<file path="config.mk">
export PLATFORM = sky130hd
export DESIGN_NAME = peak_detect_and_status_flags
export DESIGN_NICKNAME = d
export VERILOG_FILES = /design/src/peak_status_pkg.sv /design/src/word_formatter.sv /design/src/peak_detect_and_status_flags.sv
export SDC_FILE = /design/constraint.sdc
export NUM_CORES = 1
export LEC_CHECK = 0
export BUFFER_PORTS_ARGS = -buffer_cell sky130_fd_sc_hd__clkbuf_2
export CORE_MARGIN = 4
export CORE_UTILIZATION = 35
export CTS_CLUSTER_SIZE = 14
export DETAILED_ROUTE_END_ITERATION = 8
export GPL_TIMING_DRIVEN = 1
export PLACE_DENSITY_LB_ADDON = 0.2
export SYNTH_ARGS = -nofsm -noshare
export SYNTH_HDL_FRONTEND = slang
export SYNTH_SLANG_ARGS = --single-unit
</file>
<file path="constraint.sdc">
create_clock -name clock_i -period 1.9 [get_ports clock_i]
set_clock_uncertainty 0.15 [all_clocks]
set_input_delay 0.19 -clock clock_i [delete_from_list [all_inputs] [get_ports clock_i]]
set_output_delay 0.19 -clock clock_i [all_outputs]
set_load 0.005 [all_outputs]
</file>
<file path="src/peak_status_pkg.sv">
// Shared constants and types for the peak and status register bank
package peak_status_pkg;

    // ------------------------------------------------------------
    // Register addresses on the serial register port
    // ------------------------------------------------------------
    localparam logic [15:0] CURRENT_PEAK_ADDR = 16'he500;  // Current peak word
    localparam logic [15:0] VOLTAGE_PEAK_ADDR = 16'he501;  // Voltage peak word
    localparam logic [15:0] STATUS_FIRST_ADDR = 16'he502;  // First status word
    localparam logic [15:0] RESERVED_LO_ADDR  = 16'hea0b;  // Reserved span start
    localparam logic [15:0] RESERVED_HI_ADDR  = 16'hebfe;  // Reserved span end
    localparam logic [15:0] PORT_SELECT_ADDR  = 16'hebff;  // Chip-select pin control
    localparam logic [15:0] LP_OC_LEVEL_ADDR  = 16'hec00;  // Overcurrent level
    localparam logic [15:0] LP_CONFIG_ADDR    = 16'hec01;  // Reduced-power config

    // ------------------------------------------------------------
    // Field layout of the peak words
    // ------------------------------------------------------------
    localparam int MAG_W     = 24;  // Magnitude width, bits 23:0
    localparam int SRC_W     = 3;   // Phase source flags, bits 26:24
    localparam int PEAK_PAD  = 5;   // Bits 31:27, always zero

    // ------------------------------------------------------------
    // Field layout of the first status word
    // ------------------------------------------------------------
    localparam int ST_TOTAL_ACTIVE   = 0;  // Total active half full
    localparam int ST_FUND_ACTIVE    = 1;  // Fundamental active half full
    localparam int ST_RESERVED       = 2;  // Always zero
    localparam int ST_FUND_REACTIVE  = 3;  // Fundamental reactive half full
    localparam int ST_APPARENT       = 4;  // Apparent half full
    localparam int ST_LINE_CYCLE     = 5;  // Line-cycle accumulation done
    localparam int ST_REV_A          = 6;  // Phase A reversal, B and C follow
    localparam int STATUS_W          = 9;  // Implemented status bits
    localparam int PHASES            = 3;  // Phases A, B, C
    localparam logic [STATUS_W-1:0] STATUS_RESET = 9'h000;

    // ------------------------------------------------------------
    // Reset values of the writable registers
    // ------------------------------------------------------------
    localparam int          BYTE_W       = 8;
    localparam logic [7:0]  LP_OC_RESET  = 8'h07;
    localparam logic [7:0]  LP_CFG_RESET = 8'h00;

    // ------------------------------------------------------------
    // Transmitted word classes, one-hot
    // ------------------------------------------------------------
    typedef enum logic [4:0] {
        CLS_ZP24   = 5'h01,  // 24-bit, 8 zero MSBs
        CLS_ZP20   = 5'h02,  // 20-bit, 12 zero MSBs
        CLS_SE24   = 5'h04,  // 24-bit signed, sign extended
        CLS_ZP10   = 5'h08,  // 10-bit in 16-bit word
        CLS_FULL32 = 5'h10   // Sent as stored
    } word_class_t;

endpackage : peak_status_pkg

</file>
<file path="src/word_formatter.sv">
// Read-word formatter: pads or sign-extends a register value, registered out
`timescale 1ns/1ps
`default_nettype none

module word_formatter (
    input  wire logic                       clock_i,
    input  wire logic                       sys_rst_i,
    input  wire logic                       load_i,
    input  wire peak_status_pkg::word_class_t word_class_i,
    input  wire logic [31:0]                raw_i,
    output logic      [31:0]                word_o,
    output logic                            valid_o
);
    import peak_status_pkg::*;

    // ------------------------------------------------------------
    // State
    // ------------------------------------------------------------
    logic [31:0] word_reg;   // Formatted word
    logic [31:0] word_next;
    logic        valid_reg;  // One-cycle answer marker
    logic        valid_next;

    // ------------------------------------------------------------
    // Next-value logic
    // ------------------------------------------------------------
    // Word held between reads so the host sees a stable value
    always_comb begin
        word_next  = word_reg;
        valid_next = load_i;
        if (load_i) begin
            case (word_class_i)
                CLS_ZP24:   word_next = {8'h00, raw_i[23:0]};
                CLS_ZP20:   word_next = {12'h000, raw_i[19:0]};
                CLS_SE24:   word_next = {{8{raw_i[23]}}, raw_i[23:0]};
                CLS_ZP10:   word_next = {16'h0000, 6'h00, raw_i[9:0]};
                CLS_FULL32: word_next = raw_i;
                default:    word_next = 32'h0000_0000;
            endcase
        end
    end

    // Registers only
    always_ff @(posedge clock_i) begin
        if (sys_rst_i) begin
            word_reg  <= 32'h0000_0000;
            valid_reg <= 1'b0;
        end else begin
            word_reg  <= word_next;
            valid_reg <= valid_next;
        end
    end

    assign word_o  = word_reg;
    assign valid_o = valid_reg;

endmodule : word_formatter

`default_nettype wire

</file>
<file path="src/peak_detect_and_status_flags.sv">
// Peak registers, first status word and low-power configuration registers
`timescale 1ns/1ps
`default_nettype none

module peak_detect_and_status_flags (
    input  wire logic        clock_i,
    input  wire logic        sys_rst_i,
    // Register access from the serial port
    input  wire logic [15:0] reg_addr_i,
    input  wire logic        reg_read_i,
    input  wire logic        reg_write_i,
    input  wire logic [31:0] reg_wdata_i,
    output logic      [31:0] reg_rdata_o,
    output logic             reg_rvalid_o,
    // Port selection pin control
    input  wire logic        spi_active_i,
    output logic             secondary_port_select_o,
    // Peak detector results
    input  wire logic        current_peak_valid_i,
    input  wire logic [23:0] current_peak_magnitude_i,
    input  wire logic [2:0]  current_peak_source_i,
    input  wire logic        voltage_peak_valid_i,
    input  wire logic [23:0] voltage_peak_magnitude_i,
    input  wire logic [2:0]  voltage_peak_source_i,
    // Bit 30 of each phase energy accumulator
    input  wire logic [2:0]  total_active_bit30_i,
    input  wire logic [2:0]  fund_active_bit30_i,
    input  wire logic [2:0]  fund_reactive_bit30_i,
    input  wire logic [2:0]  apparent_bit30_i,
    // Line-cycle accumulation
    input  wire logic        line_cycle_mode_i,
    input  wire logic        line_cycle_done_i,
    // Active power signs, one bit per phase, 1 = negative
    input  wire logic        reversal_source_select_i,
    input  wire logic [2:0]  total_power_sign_i,
    input  wire logic [2:0]  fund_power_sign_i,
    output logic      [2:0]  power_sign_flags_o,
    // Low-power configuration
    output logic      [7:0]  low_power_overcurrent_level_o,
    output logic      [7:0]  low_power_config_o
);
    import peak_status_pkg::*;

    // ------------------------------------------------------------
    // Decode helpers
    // ------------------------------------------------------------
    // Write to a given address, used for every writable register
    function automatic logic wr_hit(input logic [15:0] addr,
                                    input logic        wr,
                                    input logic [15:0] target);
        wr_hit = wr && (addr == target);
    endfunction : wr_hit

    // Any accumulator bit 30 that moved since last cycle
    function automatic logic moved(input logic [2:0] cur,
                                   input logic [2:0] prev);
        moved = |(cur ^ prev);
    endfunction : moved

    // ------------------------------------------------------------
    // State
    // ------------------------------------------------------------
    logic [MAG_W-1:0]    cur_mag_reg;      // Current peak magnitude
    logic [MAG_W-1:0]    cur_mag_next;
    logic [SRC_W-1:0]    cur_src_reg;      // Current peak phase flags
    logic [SRC_W-1:0]    cur_src_next;
    logic [MAG_W-1:0]    volt_mag_reg;     // Voltage peak magnitude
    logic [MAG_W-1:0]    volt_mag_next;
    logic [SRC_W-1:0]    volt_src_reg;     // Voltage peak phase flags
    logic [SRC_W-1:0]    volt_src_next;
    logic [STATUS_W-1:0] status_reg;       // Sticky event flags
    logic [STATUS_W-1:0] status_next;
    logic [STATUS_W-1:0] status_set;       // Events this cycle
    logic [STATUS_W-1:0] status_clr;       // Host clear mask
    logic [2:0]          sign_reg;         // Last seen power sign
    logic [2:0]          sign_next;
    logic [2:0]          sign_sel;         // Sign of chosen power path
    logic [11:0]         bit30_reg;        // Previous accumulator bits
    logic [11:0]         bit30_next;
    logic [7:0]          lp_oc_reg;        // Overcurrent level
    logic [7:0]          lp_oc_next;
    logic [7:0]          lp_cfg_reg;       // Reduced-power config
    logic [7:0]          lp_cfg_next;
    logic                port_sel_reg;     // Select pin level
    logic                port_sel_next;
    logic [31:0]         rd_raw;           // Unformatted read value
    word_class_t         rd_class;         // Class of addressed word

    // ------------------------------------------------------------
    // Peak registers
    // ------------------------------------------------------------
    // Detector presents a new peak with a valid strobe; hold otherwise
    always_comb begin
        cur_mag_next  = cur_mag_reg;
        cur_src_next  = cur_src_reg;
        volt_mag_next = volt_mag_reg;
        volt_src_next = volt_src_reg;
        if (current_peak_valid_i) begin
            cur_mag_next = current_peak_magnitude_i;
            cur_src_next = current_peak_source_i;
        end
        if (voltage_peak_valid_i) begin
            volt_mag_next = voltage_peak_magnitude_i;
            volt_src_next = voltage_peak_source_i;
        end
    end

    // Peaks clear only on reset; host writes do not touch them
    always_ff @(posedge clock_i) begin
        if (sys_rst_i) begin
            cur_mag_reg  <= 24'h000000;
            cur_src_reg  <= 3'h0;
            volt_mag_reg <= 24'h000000;
            volt_src_reg <= 3'h0;
        end else begin
            cur_mag_reg  <= cur_mag_next;
            cur_src_reg  <= cur_src_next;
            volt_mag_reg <= volt_mag_next;
            volt_src_reg <= volt_src_next;
        end
    end

    // ------------------------------------------------------------
    // Event detection and sticky status
    // ------------------------------------------------------------
    // Accumulator bit 30 history and sign history
    always_comb begin
        bit30_next = {apparent_bit30_i, fund_reactive_bit30_i,
                      fund_active_bit30_i, total_active_bit30_i};
        sign_sel   = reversal_source_select_i ? fund_power_sign_i
                                              : total_power_sign_i;
        sign_next  = sign_sel;
    end

    // One set term per flag
    always_comb begin
        status_set = '0;
        status_set[ST_TOTAL_ACTIVE] = moved(total_active_bit30_i,
                                            bit30_reg[2:0]);
        status_set[ST_FUND_ACTIVE] = moved(fund_active_bit30_i,
                                           bit30_reg[5:3]);
        status_set[ST_FUND_REACTIVE] = moved(fund_reactive_bit30_i,
                                             bit30_reg[8:6]);
        status_set[ST_APPARENT] = moved(apparent_bit30_i,
                                        bit30_reg[11:9]);
        status_set[ST_LINE_CYCLE] = line_cycle_mode_i && line_cycle_done_i;
        status_set[ST_REV_A+:PHASES] = sign_sel ^ sign_reg;
    end

    // Clear-on-one write, then set; set wins so no event is lost
    always_comb begin
        status_clr = '0;
        if (wr_hit(reg_addr_i, reg_write_i, STATUS_FIRST_ADDR)) begin
            status_clr = reg_wdata_i[STATUS_W-1:0];
        end
        status_next = (status_reg & ~status_clr) | status_set;
        status_next[ST_RESERVED] = 1'b0;
    end

    // Histories start at zero, so a high input after reset flags once
    always_ff @(posedge clock_i) begin
        if (sys_rst_i) begin
            status_reg <= STATUS_RESET;
            bit30_reg  <= 12'h000;
            sign_reg   <= 3'h0;
        end else begin
            status_reg <= status_next;
            bit30_reg  <= bit30_next;
            sign_reg   <= sign_next;
        end
    end

    // ------------------------------------------------------------
    // Writable configuration and pin control
    // ------------------------------------------------------------
    always_comb begin
        lp_oc_next    = lp_oc_reg;
        lp_cfg_next   = lp_cfg_reg;
        port_sel_next = port_sel_reg;
        if (wr_hit(reg_addr_i, reg_write_i, LP_OC_LEVEL_ADDR)) begin
            lp_oc_next = reg_wdata_i[BYTE_W-1:0];
        end
        if (wr_hit(reg_addr_i, reg_write_i, LP_CONFIG_ADDR)) begin
            lp_cfg_next = reg_wdata_i[BYTE_W-1:0];
        end
        // pin takes a write only while SPI active; held otherwise
        if (wr_hit(reg_addr_i, reg_write_i, PORT_SELECT_ADDR) && spi_active_i) begin
            port_sel_next = reg_wdata_i[0];
        end
    end

    // Reset values feed the low-power logic before any host write
    always_ff @(posedge clock_i) begin
        if (sys_rst_i) begin
            lp_oc_reg    <= LP_OC_RESET;
            lp_cfg_reg   <= LP_CFG_RESET;
            port_sel_reg <= 1'b0;
        end else begin
            lp_oc_reg    <= lp_oc_next;
            lp_cfg_reg   <= lp_cfg_next;
            port_sel_reg <= port_sel_next;
        end
    end

    // ------------------------------------------------------------
    // Read mux
    // ------------------------------------------------------------
    // Unmapped addresses answer zero rather than stale data
    always_comb begin
        rd_raw   = 32'h0000_0000;
        rd_class = CLS_FULL32;
        case (reg_addr_i)
            CURRENT_PEAK_ADDR: begin
                rd_raw = {{PEAK_PAD{1'b0}}, cur_src_reg, cur_mag_reg};
            end
            VOLTAGE_PEAK_ADDR: begin
                rd_raw = {{PEAK_PAD{1'b0}}, volt_src_reg, volt_mag_reg};
            end
            STATUS_FIRST_ADDR: begin
                rd_raw = {23'h000000, status_reg};
            end
            LP_OC_LEVEL_ADDR: begin
                rd_raw = {24'h000000, lp_oc_reg};
            end
            LP_CONFIG_ADDR: begin
                rd_raw = {24'h000000, lp_cfg_reg};
            end
            default: begin
                rd_raw = 32'h0000_0000;
            end
        endcase
    end

    word_formatter u_word_formatter (
        .clock_i      (clock_i),
        .sys_rst_i    (sys_rst_i),
        .load_i       (reg_read_i),
        .word_class_i (rd_class),
        .raw_i        (rd_raw),
        .word_o       (reg_rdata_o),
        .valid_o      (reg_rvalid_o)
    );

    // ------------------------------------------------------------
    // Outputs
    // ------------------------------------------------------------
    assign secondary_port_select_o       = port_sel_reg;
    assign power_sign_flags_o            = sign_reg;
    assign low_power_overcurrent_level_o = lp_oc_reg;
    assign low_power_config_o            = lp_cfg_reg;

endmodule : peak_detect_and_status_flags

`default_nettype wire

</file>
==> impl_metrics.yaml, run 1 <==
sta:
  setup_viol_count_final: 0
  hold_violations: 0
  fin_tns_setup_ns: 0
  timing.fmax_mhz: 584
  slew_viol_final: 0
  min_period_ns: 1.71
  post-route-period-util: 0.902
  rsz0062_at_grt: "false"
route:
  routedWlPerCell_um: 15.1
  top_layer: "met4"
  route.detailed.drc: 0
  dr_wl_met3_um: 810
  wl_met1_mm: 6.49
  met2_length_mm: 6.98
  ant_nets: 0
  dr.pass1.iters: 6
  viasPerCell: 4.78
  drtIter0Drc: 231
  vias: 4611
  routed_wl_mm: 14.5
synth:
  synth_area_per_cell_sq_um: 9.66
  synth.distinct_cells: 45
  synth_top_cell_by_area: "dfxtp_1"
  yosysSeqAreaShare: 0.489
  syn_area_sq_um: 4990
  synth_area_leaders: "dfxtp_1, mux2i_1, nor2_1, a21oi_1, a22oi_1"
  ys_warn_count: 0
  synthFlopType: "dfxtp_1"
  async_flop_share: 0
  synth-seq-cells: 122
  syn_inst: 517
  synth_edf_count: 0
  synth_top_area_frac: 0.489
setup_path:
  critical_path.max_fanout: 7
  critPathTopFamily: "simple AND/OR/NAND/NOR gates"
  worstSetupEndpointType: "flip-flop"
  critPathLaunchType: "input port"
  path_buf_inv: 1
  cp.required_ns: 2.02
  critPathKind: "in -> reg"
  path_cells: "clkbuf_2 -> or4b_1 -> nor3_1 -> nand3_1 -> o21ai_0 -> a41oi_1"
  crit_slowest_cell: "or4b_1"
  cp.arrival_ns: 1.84
  critical-path-max-stage-delay_ns: 0.56
run:
  maxCapViolCount: 0
grt:
  grt_pass1_vias: 4567
  grt.overflow.total: 0
  grt_pass1_wl_mm: 23.2
  grt_start_max_net_pins: 49
  antenna_found_initial: 0
  gr-usage-all-layers: 0.180
clock_network:
  cts_buffer_depth: 2
  cts_tree: "built"
  root_buffer: "clkbuf_16"
  cts-resized-gates: 0
  htreeDepth: 4
  cts.clk_slew.worst_paths_ns: 0.06
  clk_latency_ns: 0.41
  numCtsBuffers: 17
  cts_sinks: 122
floorplanning:
  die_height_um: 127
  floorplan.initialDensity: 0.358
  core_sq_um: 13900
  die_area_sq_um: 16200
  pin_count: 183
  rows: 43
  die_x_um: 127
final_layout:
  drive_above_1_share: 0.300
  area_growth_pct: 51.2
  nets: 901
  largest_reg_flops: 27
  num_antenna_cells: 0
  final_util: 0.542
placed_design:
  dp_hpwl_mm: 10.3
  portBuffers: 154
  finalWeightedCongestion: 0.867
outcome:
  status: "completed"
pwr:
  vdd_drop_max_uv: 610
  p_per_area_nw_per_um2: 867
  p_leak_nw: 3.31
hold_path:
  min_path_type: "in -> reg"
## cell usage in the layout, fill, tap and decap left out, types with 3 or more instances in the layout
cell,instances
nand2_1,33
a41oi_1,4
xnor2_1,13
clkinv_2,4
a211o_1,3
buf_4,28
nand4b_1,3
clkbuf_16,17
mux2i_1,79
buf_12,5
dfxtp_1,122
nand4_1,4
nor2_1,83
a22oi_1,19
nor3_1,4
nand3_1,6
a211oi_2,5
clkbuf_8,3
o21ai_0,9
clkinvlp_4,3
nor2b_1,17
clkbuf_2,153
conb_1,5
o221ai_2,5
inv_1,14
dlygate4sd3_1,82
a21oi_1,31
## synth_stat cells (all sizes together) (2+ instances only)
master	count
dfxtp	122
nor2	85
mux2i	79
nand2	33
a21oi	31
buf	20
a22oi	19
nor2b	17
clkbuf	15
inv	14
xnor2	13
o21ai	9
a211oi	7
nand3	6
nor3	5
o221ai	5
a41oi	4
nand4	4
a211o	3
nand4b	3
nor4	3
a31oi	2
nand3b	2
or4	2
xor2	2
## stage by stage
step | total power, mW | setup WS (ns) | hold slack [ns] | cell area (sq um) | std cells
after floorplan | 3.07 | -0.0216 | 0.158 | 5050 | 521
after global placement | 3.30 | -0.134 | 0.275 | 6140 | 850
after detailed placement | 3.31 | -0.233 | 0.280 | 6140 | 850
after CTS | 6.62 | 0.209 | 0.000664 | 7550 | 964
after global routing | 6.82 | 0.0254 | 0.0410 | 7550 | 964
final | 6.55 | 0.187 | 0.0109 | 7550 | 964
## power by group
part | switching, mW | leakage (nW) | internal, mW
Sequential | 0.0592 | 1.00 | 2.67
Clock | 1.13 | 0.285 | 2.03
Combinational | 0.293 | 2.02 | 0.371
## cell type report
class / count / area, sq um
fillers: 1261 / 6380
flip-flops and latches: 122 / 2440
multi-input cells: 348 / 2340
repair buffers: 268 / 1900
clock buffers: 21 / 470
well taps: 180 / 225
clock inverters: 11 / 120
inverters: 14 / 52.6
## metal layers
metal,vias up,track usage
met5,-,0
met4,0,0.0669
met3,22,0.0443
met2,118,0.297
met1,2172,0.229
li1,2299,-
## worst register-to-register path, delay by kind of cell, from the launching register on
family / cells / cell delay (ns)
DFF: 1 / 0.33
muxes: 1 / 0.34
AOI/OAI and AO/OA: 3 / 0.42
## cell families after synthesis
logic type	count (synthesis)	share of synthesized area
compound gates	82	0.112
xor+xnor	15	0.0263
buf+inv	51	0.0521
flops	122	0.489
mux	79	0.158
other cells	1	0.000751
simple gates	167	0.161
## timing repair
action                    in CTS  in global routing
setup buffers                  0                  0
hold endpoints to repair      93                  0
hold buffers                  82                  0
## path summary, 6_finish.rpt
path                    startpoint                     endpoint  slack (ns)  cells after the start
min reg2reg        cur_mag_reg[10]  u_word_formatter.word_o[10]        0.30                      2
max reg2reg  low_power_config_o[4]   u_word_formatter.word_o[4]        0.53                      4
max                  reg_addr_i[9]                status_reg[4]        0.19                      6
min                 reg_wdata_i[8]                status_reg[8]        0.01                      4
(Power assumes the default switching activity.)
==> run 2: changes to the inputs <==
CORE_UTILIZATION = 44   (was 35)
==> run 2 against run 1 <==
Net effect:
- wire length up 0.74%
- global-route usage up 4.9 points
- critical endpoint is now secondary_port_select_o
- register-to-register slack better by 0.08 ns
- critical path depth up 1
==> impl_metrics.yaml, run 2 (synthesized netlist as in run 1, its figures left out) <==
sta:
  finalWorstSetupSlack_ns: 0.163
  setup_viol_count_final: 0
  rsz0062_at_grt: "false"
  slew_viol_final: 0
  post-route-period-util: 0.914
  slew_headroom: 0.624
  tightest_slew_ns: 0.564
  holdWs_ns: 0.0398
  timing.fmax_mhz: 576
  hold_violations: 0
  min_period_ns: 1.74
floorplanning:
  core_sq_um: 11000
  die_area_sq_um: 13100
  pin_count: 183
  die_height_um: 115
  floorplan.initialDensity: 0.455
  die_x_um: 115
  rows: 38
route:
  ant_nets: 0
  drtIter0Drc: 248
  routed_wl_mm: 14.6
  vias: 4601
  dr.pass1.iters: 4
  route.detailed.drc: 0
  routedWlPerCell_um: 15.8
  viasPerCell: 4.96
hold_path:
  min_path_type: "in -> reg"
setup_path:
  cp.required_ns: 2.02
  critPathKind: "in -> reg"
  cp.arrival_ns: 1.86
  critical_path.max_fanout: 4
  worstSetupEndpointType: "flip-flop"
  critPathLaunchType: "input port"
grt:
  grt_pass1_wl_mm: 23.7
  antenna_found_initial: 1
  grt.overflow.total: 0
  grt_start_max_net_pins: 51
  grt_pass1_vias: 4821
  gr-usage-all-layers: 0.230
clock_network:
  cts_tree: "built"
  cts_buffer_depth: 2
  post-cts-setup-buffers: 0
  root_buffer: "clkbuf_16"
  cts_sinks: 122
  cts.clk_slew.worst_paths_ns: 0.05
  clk_latency_ns: 0.41
  htreeDepth: 4
  numCtsBuffers: 17
placed_design:
  dp.cells: 812
  portBuffers: 154
  finalWeightedCongestion: 0.845
  dp_hpwl_mm: 9.86
  dp_slack_ns: -0.230
final_layout:
  drive_above_1_share: 0.294
  num_antenna_cells: 0
  final_util: 0.687
  instances_no_fill: 928
  largest_reg_flops: 27
  nets: 905
  multi_input_area_sq_um: 2340
  nFillCells: 859
  area_growth_pct: 51.2
  seq_area_sq_um: 2440
  final_common_cell: "clkbuf_2"
  layout_common_cells: "clkbuf_2, dfxtp_1, dlygate4sd3_1"
outcome:
  status: "completed"
pwr:
  p_per_area_nw_per_um2: 890
  vdd_drop_max_uv: 983
  p_leak_nw: 3.33
run:
  maxCapViolCount: 0
-- run 2: cell count changes in the layout (fill, tap and decap cells not counted) --
cell / change
buf_4: +2
bufinv_16: +2
clkbuf_1: +5
clkbuf_8: -2
clkinv_2: -1
clkinv_4: -2
clkinvlp_4: -2
dlygate4sd3_1: +2
-- run 2: layout make-up --
type                    instances  share of cell area
flip-flops and latches        122               0.324
multi-input cells             348               0.310
repair buffers                272               0.256
clock buffers                  24              0.0612
well taps                     140              0.0232
clock inverters                 8              0.0189
inverters                      14             0.00696
-- run 2: repair_timing --
item                       in CTS  in global routing
setup endpoints to repair       0                  0
hold buffers                   84                  0
hold endpoints to repair       93                  0
resized for setup               0                  0
-- run 2: path summary, 6_finish.rpt --
| kind | from | endpoint | slack (ns) | depth (start not counted) |
|---|---|---|---|---|
| worst max-delay path | reg_write_i | secondary_port_select_o | 0.16 | 7 |
| worst min-delay path | reg_read_i | u_word_formatter.word_o[3] | 0.04 | 3 |
| worst max register to register | low_power_config_o[0] | u_word_formatter.word_o[0] | 0.61 | 4 |
| worst min register to register | cur_mag_reg[16] | u_word_formatter.word_o[16] | 0.30 | 2 |
-- run 2: critical path: stages --
cell	delay, ns
dlygate4sd3_1	0.54
clkbuf_2	0.14
nand3_1	0.10
nor4_1	0.47
buf_4	0.19
mux2i_1	0.18
nor2_1	0.05
-- run 2: layer usage --
layer | part of all wire | GRT usage | up-vias | wire [um]
li1 | - | - | 2304 | -
met1 | 0.43 | 0.277 | 2134 | 6270
met2 | 0.49 | 0.395 | 139 | 7210
met3 | 0.062 | 0.0640 | 22 | 905
met4 | 0.015 | 0.0736 | 2 | 223
met5 | 0.00082 | 0 | - | 12
-- run 2: through the flow --
step           power, mW  instance area [sq um]  TNS [ns]
2_1_floorplan       3.07                   5050    -0.108
3_3_place_gp        3.29                   6100     -1.42
3_5_place_dp        3.31                   6100     -2.05
4_1_cts             6.76                   7550         0
5_1_grt             6.97                   7550         0
6_report            6.72                   7550         0
-- run 2: power breakdown --
group	total [mW]	internal, mW	switching (mW)
clock	3.31	2.22	1.09
combinational	0.674	0.375	0.299
sequential	2.73	2.67	0.0582
==> run 3: changes to the inputs <==
ABC_AREA = 1   (was default)
CORE_ASPECT_RATIO = 1.2   (was default)
CORE_UTILIZATION = 45   (was 44)
clock period = 1.5 ns   (was 1.9 ns; I/O delays follow)
==> run 3 against run 2 <==
Net effect:
- the flow now finishes with violations (hold timing)
- highest routed layer is now met4
- final area up 1.3%
- non-clock buffer count up 4
- worst hold slack worse by 0.049 ns
- largest cell class unchanged
- via count up 18%
- critical path type unchanged
- combinational power up 20%
- clock-buffer cell count down 2
==> impl_metrics.yaml, run 3 <==
pwr:
  p_leak_nw: 3.59
  p_total_mw: 8.70
  vdd_drop_max_uv: 736
  p_per_area_nw_per_um2: 1140
placed_design:
  dp.cells: 973
  dp_slack_ns: -0.0731
  dp_hpwl_mm: 10.4
  finalWeightedCongestion: 0.859
  portBuffers: 154
synth:
  syn_area_sq_um: 5050
  ys_warn_count: 0
  synth_area_leaders: "dfxtp_1, nand2_1, nor2_1, o21ai_0, a21oi_1"
  yosysSeqAreaShare: 0.484
  synthFlopType: "dfxtp_1"
  synthTopCellsByCount: "nand2_1, nor2_1, dfxtp_1"
  synth-seq-cells: 122
  synth_area_per_cell_sq_um: 7.25
  synth_edf_count: 0
  synth_most_common_cell: "nand2_1"
  synth_top_area_frac: 0.484
  synth.distinct_cells: 34
  syn_inst: 696
  synth_top_cell_by_area: "dfxtp_1"
  async_flop_share: 0
grt:
  gr-usage-all-layers: 0.243
  grt.overflow.total: 0
  antenna_found_initial: 0
  grt_pass1_vias: 5494
  grt_start_max_net_pins: 45
  grt_pass1_wl_mm: 25.2
sta:
  min_period_ns: 1.48
  timing.fmax_mhz: 674
  setup_viol_count_final: 0
  post-route-period-util: 0.989
  fin_tns_setup_ns: 0
  rsz0062_at_grt: "false"
  hold_violations: 1
  finalWorstSetupSlack_ns: 0.0171
  holdWs_ns: -0.00877
  slew_viol_final: 0
setup_path:
  critPathKind: "in -> reg"
  critPathLaunchType: "input port"
  cp.required_ns: 1.63
  r2r_end: "status_reg[0]"
  critical_path.max_fanout: 2
  rrSetupSlack_ns: 0.32
  reg2regPathDepth: 3
  cp.arrival_ns: 1.62
  timing.rr.start: "bit30_reg[1]"
  worstSetupEndpointType: "flip-flop"
outcome:
  violations: "hold timing"
  status: "finished, violations left"
route:
  routedWlPerCell_um: 14.4
  wl_met1_mm: 6.39
  vias: 5440
  route.detailed.drc: 0
  dr.pass1.iters: 5
  top_layer: "met4"
  met2_length_mm: 8.09
  ant_nets: 0
  routed_wl_mm: 15.7
  drtIter0Drc: 270
  viasPerCell: 4.97
  dr_wl_met3_um: 978
floorplanning:
  die_area_sq_um: 13000
  rows: 42
  floorplan.initialDensity: 0.460
  die_height_um: 124
  core_sq_um: 11000
  die_x_um: 105
  pin_count: 183
clock_network:
  numCtsBuffers: 17
  cts_tree: "built"
  clk_latency_ns: 0.41
  cts_buffer_depth: 2
  post-cts-setup-buffers: 0
  htreeDepth: 4
  cts.clk_slew.worst_paths_ns: 0.05
  cts_sinks: 122
  root_buffer: "clkbuf_16"
final_layout:
  drive_above_1_share: 0.248
  num_antenna_cells: 0
  largest_reg_flops: 27
  nFillCells: 908
  final_util: 0.697
  area_growth_pct: 51.5
  final_common_cell: "clkbuf_2"
  nets: 1080
  instances_no_fill: 1095
  layout_common_cells: "clkbuf_2, nand2_1, nor2_1"
hold_path:
  hp-start: "reversal_source_select_i"
  whs_path_depth: 3
  whs_endpoint: "power_sign_flags_o[2]"
  min_path_type: "in -> reg"
run:
  maxCapViolCount: 0
[run 3: cell types whose count changed after synthesis, moves of 20 or more]
cell / before / now
inv_1: 14 / 34
mux2i_1: 79 / 3
nand2_1: 33 / 147
nand3_1: 6 / 32
nor2_1: 83 / 140
o21ai_0: 9 / 75
[run 3: layer usage]
metal / up-vias / GRT usage
met5: - / 0
met4: 0 / 0.0927
met3: 22 / 0.0617
li1: 2744 / -
met1: 2465 / 0.274
met2: 209 / 0.445
[run 3: worst max-delay path: stages]
cell and delay, ns:
dlygate4sd3_1 0.53, clkbuf_2 0.11, mux2i_2 0.18, dlygate4sd3_1 0.59, nor2_1 0.05
[run 3: cell families (layout without fill, tap and decap cells)]
| logic type | after synthesis | count (layout) | share of synthesized area |
|---|---|---|---|
| other cells | 1 | 5 | 0.000743 |
| flops | 122 | 122 | 0.484 |
| mux | 3 | 3 | 0.00595 |
| buf+inv | 82 | 345 | 0.0771 |
| simple gates | 351 | 351 | 0.288 |
| compound gates | 132 | 132 | 0.136 |
| xor+xnor | 5 | 5 | 0.00867 |
[run 3: area by class of cell]
class                           count  area, sq um  share of cell area
Sequential cell                   122         2440               0.319
Clock inverter                     10          164              0.0214
Inverter                           37          140              0.0183
Timing Repair Buffer              276         2000               0.262
Clock buffer                       22          484              0.0633
Multi-Input combinational cell    496         2250               0.294
Tap cell                          132          165              0.0216
[run 3: through the flow]
step	instance area, sq um	hold slack [ns]
global route	7650	0.0115
finish	7650	-0.00877
detailed placement	6080	0.223
global placement	6080	0.219
floorplan	5060	0.107
CTS	7630	0.00170
[run 3: report_power, final]
| group | internal, mW | switching, mW |
|---|---|---|
| clock | 2.96 | 1.46 |
| sequential | 3.40 | 0.0772 |
| combinational | 0.416 | 0.393 |
[run 3: repair_timing]
item,CTS,global route
gates resized for setup,0,5
hold buffers,90,1
endpoints found under the setup margin,0,3
endpoints found under the hold margin,92,1
[run 3: how the worst max path moves through the flow]
| stage | from | endpoint | slack [ns] | cells after the start |
|---|---|---|---|---|
| 6_report | total_power_sign_i[0] | power_sign_flags_o[0] | 0.02 | 5 |
| 3_3_place_gp | reg_addr_i[7] | low_power_config_o[7] | -0.03 | 8 |
| 2_1_floorplan | reg_addr_i[14] | low_power_overcurrent_level_o[6] | 0.17 | 11 |
| 4_1_cts | total_power_sign_i[0] | power_sign_flags_o[0] | 0.04 | 5 |
| 5_1_grt | total_power_sign_i[0] | power_sign_flags_o[0] | 0.008 | 5 |
| 3_5_place_dp | reg_addr_i[7] | low_power_config_o[6] | -0.07 | 8 |
